$ cat config.mk
export PLATFORM = sky130hd
export DESIGN_NAME = osc_trim_and_clock_switch
export DESIGN_NICKNAME = d
export VERILOG_FILES = /design/src/hw/osc_trim_pkg.sv /design/src/hw/osc_trim_and_clock_switch.sv
export SDC_FILE = /design/constraint.sdc
export NUM_CORES = 1
export LEC_CHECK = 0
export BUFFER_PORTS_ARGS = -buffer_cell sky130_fd_sc_hd__buf_2
export CAP_MARGIN = 25
export CORE_MARGIN = 2
export CORE_UTILIZATION = 51
export DETAILED_ROUTE_END_ITERATION = 8
export PLACE_DENSITY = 0.8
export SETUP_SLACK_MARGIN = 0.4
export SYNTH_ARGS = -nofsm -noshare
export SYNTH_HDL_FRONTEND = slang
export SYNTH_SLANG_ARGS = --single-unit
$ cat constraint.sdc
create_clock -name mclk -period 2 [get_ports mclk]
set_input_delay 0.4 -clock mclk [delete_from_list [all_inputs] [get_ports mclk]]
set_output_delay 0.4 -clock mclk [all_outputs]
set_load 0.01 [all_outputs]
$ cat src/hw/osc_trim_pkg.sv
// Purpose: Shared constants for the oscillator trim and clock switch block
// Assumes: AXI4-Lite register bus, 32-bit data, 8-bit byte address
// Notes: Source select codes follow the two-bit field of the config register
package osc_trim_pkg;
    localparam int ADDR_W = 8;
    localparam int DATA_W = 32;
    // Register byte offsets
    localparam logic [7:0] TRIM_OFFSET = 8'h00;
    localparam logic [7:0] CONFIG_OFFSET = 8'h04;
    localparam logic [7:0] STATUS_OFFSET = 8'h08;
    // Reset values
    localparam logic [7:0] TRIM_RESET = 8'h80;
    localparam logic [1:0] SOURCE_RESET = 2'h0;
    // Config field positions
    localparam int SRC_LSB = 0;
    localparam int PA4_DIR_BIT = 2;
    localparam int PA4_LEVEL_BIT = 3;
    // Status field positions
    localparam int REQ_BIT = 0;
    localparam int ACTIVE_BIT = 1;
    localparam int INT_RUN_BIT = 2;
    localparam int EXT_SEL_BIT = 3;
    // Source select codes
    localparam logic [1:0] SRC_INTERNAL = 2'h0;
    localparam logic [1:0] SRC_CRYSTAL = 2'h3;
    // Internal oscillator: half period in mclk cycles is HALF_BASE + trim
    localparam logic [8:0] HALF_BASE = 9'h080;
    // Edges of the external clock seen before the changeover
    localparam logic [1:0] EDGES_NEEDED = 2'h2;
    // Bus responses
    localparam logic [1:0] RESP_OKAY = 2'h0;
    localparam logic [1:0] RESP_SLVERR = 2'h2;
    typedef enum logic [4:0] {
        ST_IDLE = 5'h01,
        ST_CHECK = 5'h02,
        ST_SWITCH = 5'h04,
        ST_ACTIVE = 5'h08,
        ST_EXT = 5'h10
    } switch_state_e;
endpackage

$ cat src/hw/osc_trim_and_clock_switch.sv
// Purpose: Internal oscillator trim and glitch-free change to an external clock
// Assumes: External clock slower than mclk/4, seen on osc_in_pin through two flops
// Notes: Internal oscillator modelled as a divided clock; stopped until reset
//
// Summary of operation
// - Eight-bit trim sets oscillator half period, unsigned: HALF_BASE plus 0 to 255 mclk cycles.
// - Larger trim value gives a longer internal oscillator period.
// - Trim never loads itself; software copies the factory value if wanted.
// - External source selected makes osc_in an input; crystal also drives osc_out.
// - After the request, two external rising edges are seen before switching.
// - Changeover at an external falling edge inside the internal low phase.
// - Active flag is set first, internal oscillator stopped afterwards.
// - Internal oscillator stays stopped until reset.
// - No clock monitor after the switch and no fallback.
`timescale 1ns/100ps
module osc_trim_and_clock_switch (
    input wire logic mclk,
    input wire logic resetn,
    input wire logic [7:0] s_axi_awaddr,
    input wire logic s_axi_awvalid,
    output logic s_axi_awready,
    input wire logic [31:0] s_axi_wdata,
    input wire logic [3:0] s_axi_wstrb,
    input wire logic s_axi_wvalid,
    output logic s_axi_wready,
    output logic [1:0] s_axi_bresp,
    output logic s_axi_bvalid,
    input wire logic s_axi_bready,
    input wire logic [7:0] s_axi_araddr,
    input wire logic s_axi_arvalid,
    output logic s_axi_arready,
    output logic [31:0] s_axi_rdata,
    output logic [1:0] s_axi_rresp,
    output logic s_axi_rvalid,
    input wire logic s_axi_rready,
    input wire logic osc_in_pin,
    output logic osc_in_enable,
    output logic osc_out_pin_o,
    output logic osc_out_pin_oe,
    output logic sys_clk_out,
    output logic sys_clk_ext_sel,
    output logic int_osc_run
);
    logic [7:0] osc_period_trim;
    logic [1:0] osc_source_select;
    logic pa4_dir;
    logic pa4_level;
    logic ext_clock_request;
    logic ext_clock_active_flag;
    logic aw_got;
    logic w_got;
    logic [7:0] aw_addr;
    logic [31:0] w_data;
    logic [3:0] w_strb;
    logic wr_fire;
    logic ext_meta;
    logic ext_sync;
    logic ext_prev;
    logic ext_rise;
    logic int_clk;
    logic [8:0] int_cnt;
    logic [8:0] half_period;
    logic [1:0] edge_cnt;
    osc_trim_pkg::switch_state_e state;

    assign wr_fire = aw_got && w_got && !s_axi_bvalid;
    assign ext_rise = ext_sync && !ext_prev;
    assign half_period = osc_trim_pkg::HALF_BASE + {1'b0, osc_period_trim};

    // Write address and data capture, response
    always_ff @(posedge mclk or negedge resetn) begin
        if (!resetn) begin
            aw_got <= 1'b0;
            w_got <= 1'b0;
            aw_addr <= 8'h00;
            w_data <= 32'h0000_0000;
            w_strb <= 4'h0;
            s_axi_awready <= 1'b1;
            s_axi_wready <= 1'b1;
            s_axi_bvalid <= 1'b0;
            s_axi_bresp <= 2'h0;
        end else begin
            if (s_axi_awvalid && s_axi_awready) begin
                aw_got <= 1'b1;
                aw_addr <= s_axi_awaddr;
                s_axi_awready <= 1'b0;
            end
            if (s_axi_wvalid && s_axi_wready) begin
                w_got <= 1'b1;
                w_data <= s_axi_wdata;
                w_strb <= s_axi_wstrb;
                s_axi_wready <= 1'b0;
            end
            if (wr_fire) begin
                s_axi_bvalid <= 1'b1;
                if (aw_addr == osc_trim_pkg::TRIM_OFFSET || aw_addr == osc_trim_pkg::CONFIG_OFFSET
                    || aw_addr == osc_trim_pkg::STATUS_OFFSET) begin
                    s_axi_bresp <= osc_trim_pkg::RESP_OKAY;
                end else begin
                    s_axi_bresp <= osc_trim_pkg::RESP_SLVERR;
                end
            end
            if (s_axi_bvalid && s_axi_bready) begin
                s_axi_bvalid <= 1'b0;
                aw_got <= 1'b0;
                w_got <= 1'b0;
                s_axi_awready <= 1'b1;
                s_axi_wready <= 1'b1;
            end
        end
    end

    // Trim register, written only by software
    always_ff @(posedge mclk or negedge resetn) begin
        if (!resetn) begin
            osc_period_trim <= osc_trim_pkg::TRIM_RESET;
        end else if (wr_fire && aw_addr == osc_trim_pkg::TRIM_OFFSET && w_strb[0]) begin
            osc_period_trim <= w_data[7:0];
        end
    end

    // Source select and port line four control
    always_ff @(posedge mclk or negedge resetn) begin
        if (!resetn) begin
            osc_source_select <= osc_trim_pkg::SOURCE_RESET;
            pa4_dir <= 1'b0;
            pa4_level <= 1'b0;
        end else if (wr_fire && aw_addr == osc_trim_pkg::CONFIG_OFFSET && w_strb[0]) begin
            osc_source_select <= w_data[osc_trim_pkg::SRC_LSB +: 2];
            pa4_dir <= w_data[osc_trim_pkg::PA4_DIR_BIT];
            pa4_level <= w_data[osc_trim_pkg::PA4_LEVEL_BIT];
        end
    end

    // Changeover request bit
    always_ff @(posedge mclk or negedge resetn) begin
        if (!resetn) begin
            ext_clock_request <= 1'b0;
        end else if (wr_fire && aw_addr == osc_trim_pkg::STATUS_OFFSET && w_strb[0]) begin
            ext_clock_request <= w_data[osc_trim_pkg::REQ_BIT];
        end
    end

    // Read channel
    always_ff @(posedge mclk or negedge resetn) begin
        if (!resetn) begin
            s_axi_arready <= 1'b1;
            s_axi_rvalid <= 1'b0;
            s_axi_rdata <= 32'h0000_0000;
            s_axi_rresp <= 2'h0;
        end else if (s_axi_arvalid && s_axi_arready) begin
            s_axi_arready <= 1'b0;
            s_axi_rvalid <= 1'b1;
            s_axi_rresp <= osc_trim_pkg::RESP_OKAY;
            if (s_axi_araddr == osc_trim_pkg::TRIM_OFFSET) begin
                s_axi_rdata <= {24'h00_0000, osc_period_trim};
            end else if (s_axi_araddr == osc_trim_pkg::CONFIG_OFFSET) begin
                s_axi_rdata <= {28'h000_0000, pa4_level, pa4_dir, osc_source_select};
            end else if (s_axi_araddr == osc_trim_pkg::STATUS_OFFSET) begin
                s_axi_rdata <= {28'h000_0000, sys_clk_ext_sel, int_osc_run,
                                ext_clock_active_flag, ext_clock_request};
            end else begin
                s_axi_rdata <= 32'h0000_0000;
                s_axi_rresp <= osc_trim_pkg::RESP_SLVERR;
            end
        end else if (s_axi_rvalid && s_axi_rready) begin
            s_axi_rvalid <= 1'b0;
            s_axi_arready <= 1'b1;
        end
    end

    // External clock synchroniser and edge history
    always_ff @(posedge mclk or negedge resetn) begin
        if (!resetn) begin
            ext_meta <= 1'b0;
            ext_sync <= 1'b0;
            ext_prev <= 1'b0;
        end else begin
            ext_meta <= osc_in_pin;
            ext_sync <= ext_meta;
            ext_prev <= ext_sync;
        end
    end

    // Internal oscillator, half period grows with trim
    always_ff @(posedge mclk or negedge resetn) begin
        if (!resetn) begin
            int_cnt <= 9'h000;
            int_clk <= 1'b0;
        end else if (!int_osc_run) begin
            int_cnt <= 9'h000;
            int_clk <= 1'b0;
        end else if (int_cnt == 9'h000) begin
            int_cnt <= half_period - 9'h001;
            int_clk <= !int_clk;
        end else begin
            int_cnt <= int_cnt - 9'h001;
        end
    end

    // Changeover sequence
    always_ff @(posedge mclk or negedge resetn) begin
        if (!resetn) begin
            state <= osc_trim_pkg::ST_IDLE;
            edge_cnt <= 2'h0;
            sys_clk_ext_sel <= 1'b0;
            ext_clock_active_flag <= 1'b0;
            int_osc_run <= 1'b1;
        end else begin
            case (state)
                osc_trim_pkg::ST_IDLE: begin
                    edge_cnt <= 2'h0;
                    if (ext_clock_request && osc_source_select != osc_trim_pkg::SRC_INTERNAL) begin
                        state <= osc_trim_pkg::ST_CHECK;
                    end
                end
                osc_trim_pkg::ST_CHECK: begin
                    if (!ext_clock_request) begin
                        state <= osc_trim_pkg::ST_IDLE;
                    end else if (ext_rise) begin
                        edge_cnt <= edge_cnt + 2'h1;
                        if (edge_cnt + 2'h1 == osc_trim_pkg::EDGES_NEEDED) begin
                            state <= osc_trim_pkg::ST_SWITCH;
                        end
                    end
                end
                osc_trim_pkg::ST_SWITCH: begin
                    if (!int_clk && ext_prev && !ext_sync) begin
                        sys_clk_ext_sel <= 1'b1;
                        ext_clock_active_flag <= 1'b1;
                        state <= osc_trim_pkg::ST_ACTIVE;
                    end
                end
                osc_trim_pkg::ST_ACTIVE: begin
                    int_osc_run <= 1'b0;
                    state <= osc_trim_pkg::ST_EXT;
                end
                osc_trim_pkg::ST_EXT: begin
                    state <= osc_trim_pkg::ST_EXT;
                end
                default: begin
                    state <= osc_trim_pkg::ST_IDLE;
                end
            endcase
        end
    end

    // Selected system clock and pin control
    always_ff @(posedge mclk or negedge resetn) begin
        if (!resetn) begin
            sys_clk_out <= 1'b0;
            osc_in_enable <= 1'b0;
            osc_out_pin_o <= 1'b0;
            osc_out_pin_oe <= 1'b0;
        end else begin
            sys_clk_out <= sys_clk_ext_sel ? ext_sync : int_clk;
            osc_in_enable <= osc_source_select != osc_trim_pkg::SRC_INTERNAL;
            if (osc_source_select == osc_trim_pkg::SRC_CRYSTAL) begin
                osc_out_pin_oe <= 1'b1;
                osc_out_pin_o <= !ext_sync;
            end else begin
                osc_out_pin_oe <= pa4_dir;
                osc_out_pin_o <= pa4_level;
            end
        end
    end

    // Checks
    a_trim_write_only: assert property (@(posedge mclk) disable iff (!resetn)
        $changed(osc_period_trim) |-> $past(wr_fire && aw_addr == osc_trim_pkg::TRIM_OFFSET))
        else $error("trim changed without a write");
    a_trim_reload: assert property (@(posedge mclk) disable iff (!resetn)
        (int_osc_run && int_cnt == 9'h000) ##1 int_osc_run |-> int_cnt == $past(half_period) - 9'h001)
        else $error("oscillator half period wrong");
    a_period_monotone: assert property (@(posedge mclk) disable iff (!resetn)
        $changed(osc_period_trim) && osc_period_trim > $past(osc_period_trim)
        |-> half_period > $past(half_period))
        else $error("half period not following trim");
    a_in_enable: assert property (@(posedge mclk) disable iff (!resetn)
        (osc_source_select == osc_trim_pkg::SRC_CRYSTAL) |=> osc_in_enable && osc_out_pin_oe)
        else $error("crystal pins not configured");
    a_two_edges_seen: assert property (@(posedge mclk) disable iff (!resetn)
        (state == osc_trim_pkg::ST_CHECK && ext_rise && edge_cnt == 2'h0 && ext_clock_request)
        |=> state == osc_trim_pkg::ST_CHECK)
        else $error("switched after one edge");
    a_switch_both_low: assert property (@(posedge mclk) disable iff (!resetn)
        $rose(sys_clk_ext_sel) |-> $past(!int_clk && ext_prev && !ext_sync))
        else $error("clock changeover not in low phase");
    a_flag_before_stop: assert property (@(posedge mclk) disable iff (!resetn)
        $fell(int_osc_run) |-> $past(ext_clock_active_flag) && $past(ext_clock_active_flag, 2) == 1'b0)
        else $error("oscillator stopped out of order");
    a_osc_stays_off: assert property (@(posedge mclk) disable iff (!resetn)
        !int_osc_run |=> !int_osc_run [*8])
        else $error("internal oscillator restarted");
    a_no_fallback: assert property (@(posedge mclk) disable iff (!resetn)
        sys_clk_ext_sel |=> sys_clk_ext_sel && state == osc_trim_pkg::ST_EXT)
        else $error("clock fell back to internal");
    a_flag_held: assert property (@(posedge mclk) disable iff (!resetn)
        ext_clock_active_flag |=> ext_clock_active_flag && sys_clk_ext_sel)
        else $error("active flag dropped");
    c_switch_done: cover property (@(posedge mclk) disable iff (!resetn) $fell(int_osc_run));
    c_check_abort: cover property (@(posedge mclk) disable iff (!resetn)
        state == osc_trim_pkg::ST_CHECK ##1 state == osc_trim_pkg::ST_IDLE);
    c_trim_write: cover property (@(posedge mclk) disable iff (!resetn) $changed(osc_period_trim));
    c_bad_read: cover property (@(posedge mclk) disable iff (!resetn)
        s_axi_rvalid && s_axi_rresp == osc_trim_pkg::RESP_SLVERR);
endmodule

==> impl_metrics.json, run 1 <==
{
  "power_frac_comb": 0.198,
  "n_antenna_cell": 0,
  "drtIter0Drc": 100,
  "synth_top_area_cell": "dfrtp_1",
  "dieArea_sq_mm": 0.00730,
  "p_int_uw": 2780,
  "cp_cell_sequence": "inv_2, ha_4, or4b_4, or3_4, mux2i_1, nor2_1",
  "p_sw_frac": 0.294,
  "async_flop_share": 1.00,
  "worstPathMaxFanout": 3,
  "clk_pin_slew_ps": 70,
  "min_period_over_period": 0.914,
  "synth.avg_cell_area_sq_um": 11.5,
  "grt_pass1_vias": 2394,
  "fin_skew_ps": 3.94,
  "grt-ovfl-total": 0,
  "core_sq_mm": 0.00639,
  "syn-cell-area_sq_mm": 0.00338,
  "portBuffers": 53,
  "required_ps": 2220,
  "dpl.hpwl_um": 4630,
  "ys_types": 47,
  "p_leak_uw": 0.00200,
  "cp.arrival_ps": 2050,
  "drive_gt1_frac": 0.374,
  "start_util": 0.530,
  "crit_path_top_delay_cell": "or4b_4",
  "gp_congestion": 0.822,
  "worstSetupPathType": "reg2reg",
  "drv_slew": 0,
  "min_path_type": "in2async",
  "pin_count": 107,
  "power.share.clock": 0.282,
  "antenna_found_initial": 0,
  "setup_viol": 0,
  "final_nets": 430,
  "synth-seq-area-share": 0.542,
  "met3_length_um": 339,
  "seqPwrFrac": 0.520,
  "end_kind": "flop",
  "wire_per_inst_um": 14.6,
  "synthTopCellsByArea": "dfrtp_1 (50%), mux2_2 (10%), buf_4 (5.8%)",
  "ys_ff_latch": 73,
  "ant_nets": 0,
  "layout_min_cycle_time_ps": 1830,
  "dr_total_vias": 2398,
  "cts_tree": "built",
  "power.switching_uw": 1150,
  "ys_warn_count": 0,
  "synth-edff-count": 0,
  "total_power_uw": 3930,
  "root_buffer": "clkbuf_8",
  "worst_r2r_path_depth": 6,
  "clock_path_buffers": 2,
  "status": "completed",
  "grt_max_degree": 74,
  "max_clock_freq_ghz": 0.547,
  "syn_to_final_growth_pct": 20.5,
  "whs_ps": 56.6,
  "clock_sinks": 73,
  "drt_wl_total_um": 6570,
  "rows": 29,
  "crit_path_max_incr_delay_ps": 490,
  "htree_levels": 3,
  "clk_latency_ps": 340,
  "route.detailed.drc": 0,
  "r2r_end": "int_cnt[0]",
  "maxCapViolations": 0,
  "numCtsBuffers": 9,
  "syn_inst": 293,
  "synth_top_area_frac": 0.496,
  "p_per_area_mw_per_mm2": 965,
  "ys.flop_type": "dfrtp_1",
  "via_per_inst": 5.34,
  "drtPass1Iterations": 4,
  "rrSetupSlack_ps": 170,
  "floorplan.die.width_um": 85.5,
  "ir_worst_vdd_uv": 705,
  "routed-wl-met2_um": 3330,
  "grt.total_usage": 0.195,
  "final.setup.tns_ps": 0,
  "regToRegStartpoint": "int_cnt[0]",
  "rsz0062_at_grt": "true",
  "startpoint_type": "flop",
  "grt_pass1_wl_um": 11100,
  "finalHoldViolCount": 0,
  "wl_met1_um": 2800,
  "routed.top_layer": "met4",
  "die_h_um": 85.5
}
-- how the worst max path moves through the flow --
stage	startpoint	to	depth (start not counted)
detailed placement	int_cnt[0]	int_cnt[0]	6
CTS	int_cnt[0]	int_cnt[0]	6
global placement	int_cnt[0]	int_cnt[0]	6
finish	int_cnt[0]	int_cnt[0]	6
global route	int_cnt[0]	int_cnt[0]	6
floorplan	int_cnt[0]	int_cnt[0]	7
-- area by class of cell --
cell class,instances,area [sq um]
fill,493,2310
tap,77,96.3
inverter,11,41.3
clock inverter,5,57.6
timing repair buffer,67,394
clock buffer,11,131
sequential,73,1840
multi-input combinational,205,1520
-- cell usage after synthesis (2+ instances only) --
| cell | number |
|---|---|
| dfrtp_1 | 67 |
| mux2_2 | 31 |
| buf_4 | 26 |
| nand2_1 | 25 |
| o21ai_0 | 14 |
| nor2_1 | 13 |
| a21oi_1 | 12 |
| inv_1 | 11 |
| a22o_1 | 8 |
| nor4_1 | 8 |
| xnor2_1 | 7 |
| dfstp_2 | 6 |
| mux2i_1 | 6 |
| nor3_1 | 5 |
| nand2b_1 | 4 |
| nand3_1 | 4 |
| nor2b_1 | 4 |
| and3_1 | 3 |
| ha_1 | 3 |
| nand3b_1 | 3 |
| xor2_1 | 3 |
| a21o_1 | 2 |
| clkbuf_1 | 2 |
| nor3_4 | 2 |
| or2_2 | 2 |
-- critical path: cells and delay by family, from the launching register on --
| kind | cells | cell delay (ps) |
|---|---|---|
| mux | 1 | 170 |
| buf+inv | 1 | 90 |
| fa+ha+maj | 1 | 130 |
| simple gates | 3 | 920 |
| flops | 1 | 390 |
-- flip-flops by register name, summed over array words and instances (netlist names), 2 cells and up --
name,flops
edge_cnt,2
int_cnt,9
state,5
w_data,8
aw_addr,8
s_axi_rdata,8
osc_source_select,2
osc_period_trim,8
-- cells in the final DEF, fill, tap and decap left out, drive strengths merged, types with 4 or more instances in the layout --
cell type,netlist,final
nor2b,4,4
nor3,7,7
a21oi,12,12
a22o,8,8
nor4,8,8
inv,11,11
o21ai,14,14
dfrtp,67,67
conb,1,26
nand3,4,4
buf,27,67
nand2,25,25
nor2,13,13
nand2b,4,4
clkbuf,2,11
mux2i,6,6
dfstp,6,6
mux2,31,31
xnor2,7,7
-- stage by stage --
step                       util  instances  setup slack (ps)  instance area (sq um)
after global placement    0.590        427              79.4                   3770
after global routing      0.638        449              94.1                   4080
after CTS                 0.634        448               183                   4050
final                     0.638        449               172                   4080
after detailed placement  0.590        427              15.9                   3770
after floorplan               -        318               157                   3540
-- per-layer routing --
layer / up-vias / global-route usage
met1: 1184 / 0.239
met3: 13 / 0.0623
met2: 68 / 0.325
met5: - / 0
li1: 1133 / -
met4: 0 / 0.0707
-- logic make-up (layout without fill, tap and decap cells) --
group                      after synthesis  after routing  synth area share
and+or+nand+nor                         83             83             0.138
buffers and inverters                   40             94            0.0736
adders and majority gates                3              3            0.0111
other                                    1             26           0.00111
muxes                                   37             37             0.121
xor gates and xnor gates                10             10            0.0259
AOI/OAI and AO/OA                       46             46            0.0877
DFF                                     73             73             0.542
-- power groups by stage --
stage / Sequential, uW / Clock, uW / Combinational [uW]
finish: 2050 / 1110 / 779
global route: 2090 / 1200 / 880
CTS: 2040 / 1150 / 787
detailed placement: 2050 / 0 / 775
global placement: 2030 / 0 / 742
floorplan: 2020 / 0 / 567
-- timing repair --
item                       in CTS  in global routing
hold buffers                    0                  0
buffers inserted                5                  1
resized for setup              13                  5
setup endpoints to repair      24                 27
pin swaps                       5                  3
(Power assumes the default switching activity.)
==> run 2, diff against run 1 <==
--- a/config.mk
+++ b/config.mk
@@ -5,7 +5,7 @@
 export SDC_FILE = /design/constraint.sdc
 export NUM_CORES = 1
 export LEC_CHECK = 0
-export BUFFER_PORTS_ARGS = -buffer_cell sky130_fd_sc_hd__buf_2
+export BUFFER_PORTS_ARGS = -buffer_cell sky130_fd_sc_hd__clkbuf_2
 export CAP_MARGIN = 25
 export CORE_MARGIN = 2
 export CORE_UTILIZATION = 51
==> impl_metrics.json, run 2 (synthesized netlist as in run 1, its figures left out) <==
{
  "gp_congestion": 0.810,
  "min_period_over_period": 0.903,
  "wire_per_inst_um": 14.3,
  "dpl.hpwl_um": 4620,
  "dp_cells": 428,
  "fin_skew_ps": 8.45,
  "die_h_um": 85.5,
  "syn_to_final_growth_pct": 22.4,
  "drtPass1Iterations": 4,
  "route.detailed.drc": 0,
  "drv_slew": 0,
  "drt_wl_total_um": 6470,
  "cts_tree": "built",
  "final_cell_mix": "dfrtp_1 (64), clkbuf_2 (52), conb_1 (26), nand2_1 (22), mux2_2 (19)",
  "startpoint_type": "flop",
  "core_sq_mm": 0.00639,
  "final_common_cell": "dfrtp_1",
  "rows": 29,
  "numCtsBuffers": 9,
  "grt_pass1_vias": 2346,
  "ir_worst_vdd_uv": 670,
  "fin_cells": 452,
  "grt_pass1_wl_um": 10900,
  "hold_buffers": 0,
  "pin_count": 107,
  "floorplan.die.width_um": 85.5,
  "end_kind": "flop",
  "dr_total_vias": 2393,
  "portBuffers": 53,
  "start_util": 0.530,
  "tightestPinTransition_ps": 612,
  "root_buffer": "clkbuf_8",
  "rsz0062_at_grt": "true",
  "grt_max_degree": 54,
  "required_ps": 2250,
  "setup_viol": 0,
  "p_leak_uw": 0.00203,
  "drive_gt1_frac": 0.395,
  "final.setup.tns_ps": 0,
  "dpl_cell_area_sq_mm": 0.00377,
  "worstSetupPathType": "reg2reg",
  "final_nets": 433,
  "ant_nets": 0,
  "min_path_type": "in2async",
  "antenna_found_initial": 0,
  "relSlewSlack": 0.588,
  "p_per_area_mw_per_mm2": 962,
  "layout_min_cycle_time_ps": 1810,
  "largest_reg_flops": 9,
  "n_antenna_cell": 0,
  "clock_path_buffers": 2,
  "final_area_sq_mm": 0.00414,
  "status": "completed",
  "grt.total_usage": 0.192,
  "clock_sinks": 73,
  "max_clock_freq_ghz": 0.554,
  "maxCapViolations": 0,
  "drtIter0Drc": 120,
  "finalHoldViolCount": 0,
  "top_register": "int_cnt",
  "fillers": 500,
  "total_power_uw": 3990,
  "worstPathMaxFanout": 6,
  "clk_latency_ps": 350,
  "cp.arrival_ps": 2050,
  "clk_pin_slew_ps": 80,
  "htree_levels": 3,
  "dieArea_sq_mm": 0.00730,
  "grt-ovfl-total": 0,
  "via_per_inst": 5.29,
  "whs_ps": 39.4
}
[run 2: cell count changes in the layout (fill, tap and decap cells not counted), moves of 2 or more]
| cell | change |
|---|---|
| buf_2 | -52 |
| nand2_2 | +2 |
| clkbuf_2 | +52 |
| buf_6 | +2 |
| nand2_1 | -2 |
[run 2: worst paths after layout]
kind | startpoint | end | slack (ps) | cells after the start
max | int_cnt[0] | int_cnt[1] | 190 | 7
min | resetn | osc_period_trim[6] | 40 | 2
max reg2reg | int_cnt[0] | int_cnt[1] | 190 | 7
min reg2reg | ext_meta | ext_sync | 350 | 0
max in group asynchronous | resetn | state[0] | 1660 | 2
min in group mclk | osc_in_pin | ext_meta | 150 | 1
[run 2: layout make-up]
class / count / area (sq um) / share of cell area
flip-flops and latches: 73 / 1840 / 0.444
multi-input cells: 205 / 1550 / 0.374
repair buffers: 70 / 424 / 0.102
clock buffers: 10 / 128 / 0.0308
well taps: 77 / 96.3 / 0.0233
clock inverters: 6 / 67.6 / 0.0163
inverters: 11 / 41.3 / 0.00997
[run 2: critical path, cell delays in order (launching register included)]
cell and delay, ps:
dfrtp_1 390, inv_2 90, ha_4 130, or4b_4 500
nor3_4 220, buf_6 160, nand2_2 40, and3_4 160
[run 2: power by group]
part | switching, uW | total (uW) | internal (uW)
Sequential | 271 | 2050 | 1780
Clock | 550 | 1130 | 580
Combinational | 371 | 804 | 433
Total | 1190 | 3990 | 2790
[run 2: routing by layer]
layer,track usage,wire length (um),vias to the layer above
li1,-,-,1143
met1,0.253,2870,1166
met2,0.295,3100,71
met3,0.0516,349,13
met4,0.0938,153,0
met5,0,0,-
[run 2: stage by stage]
step	worst slack [ps]	util
2_1_floorplan	157	-
3_3_place_gp	95.1	0.591
3_5_place_dp	60.1	0.591
4_1_cts	209	0.642
5_1_grt	113	0.649
6_report	194	0.649
[run 2: repair_timing]
action | in CTS | in global routing
resized for setup | 17 | 11
gates cloned | 0 | 0
setup endpoints to repair | 24 | 25
buffers inserted | 7 | 1
pin swaps | 9 | 7
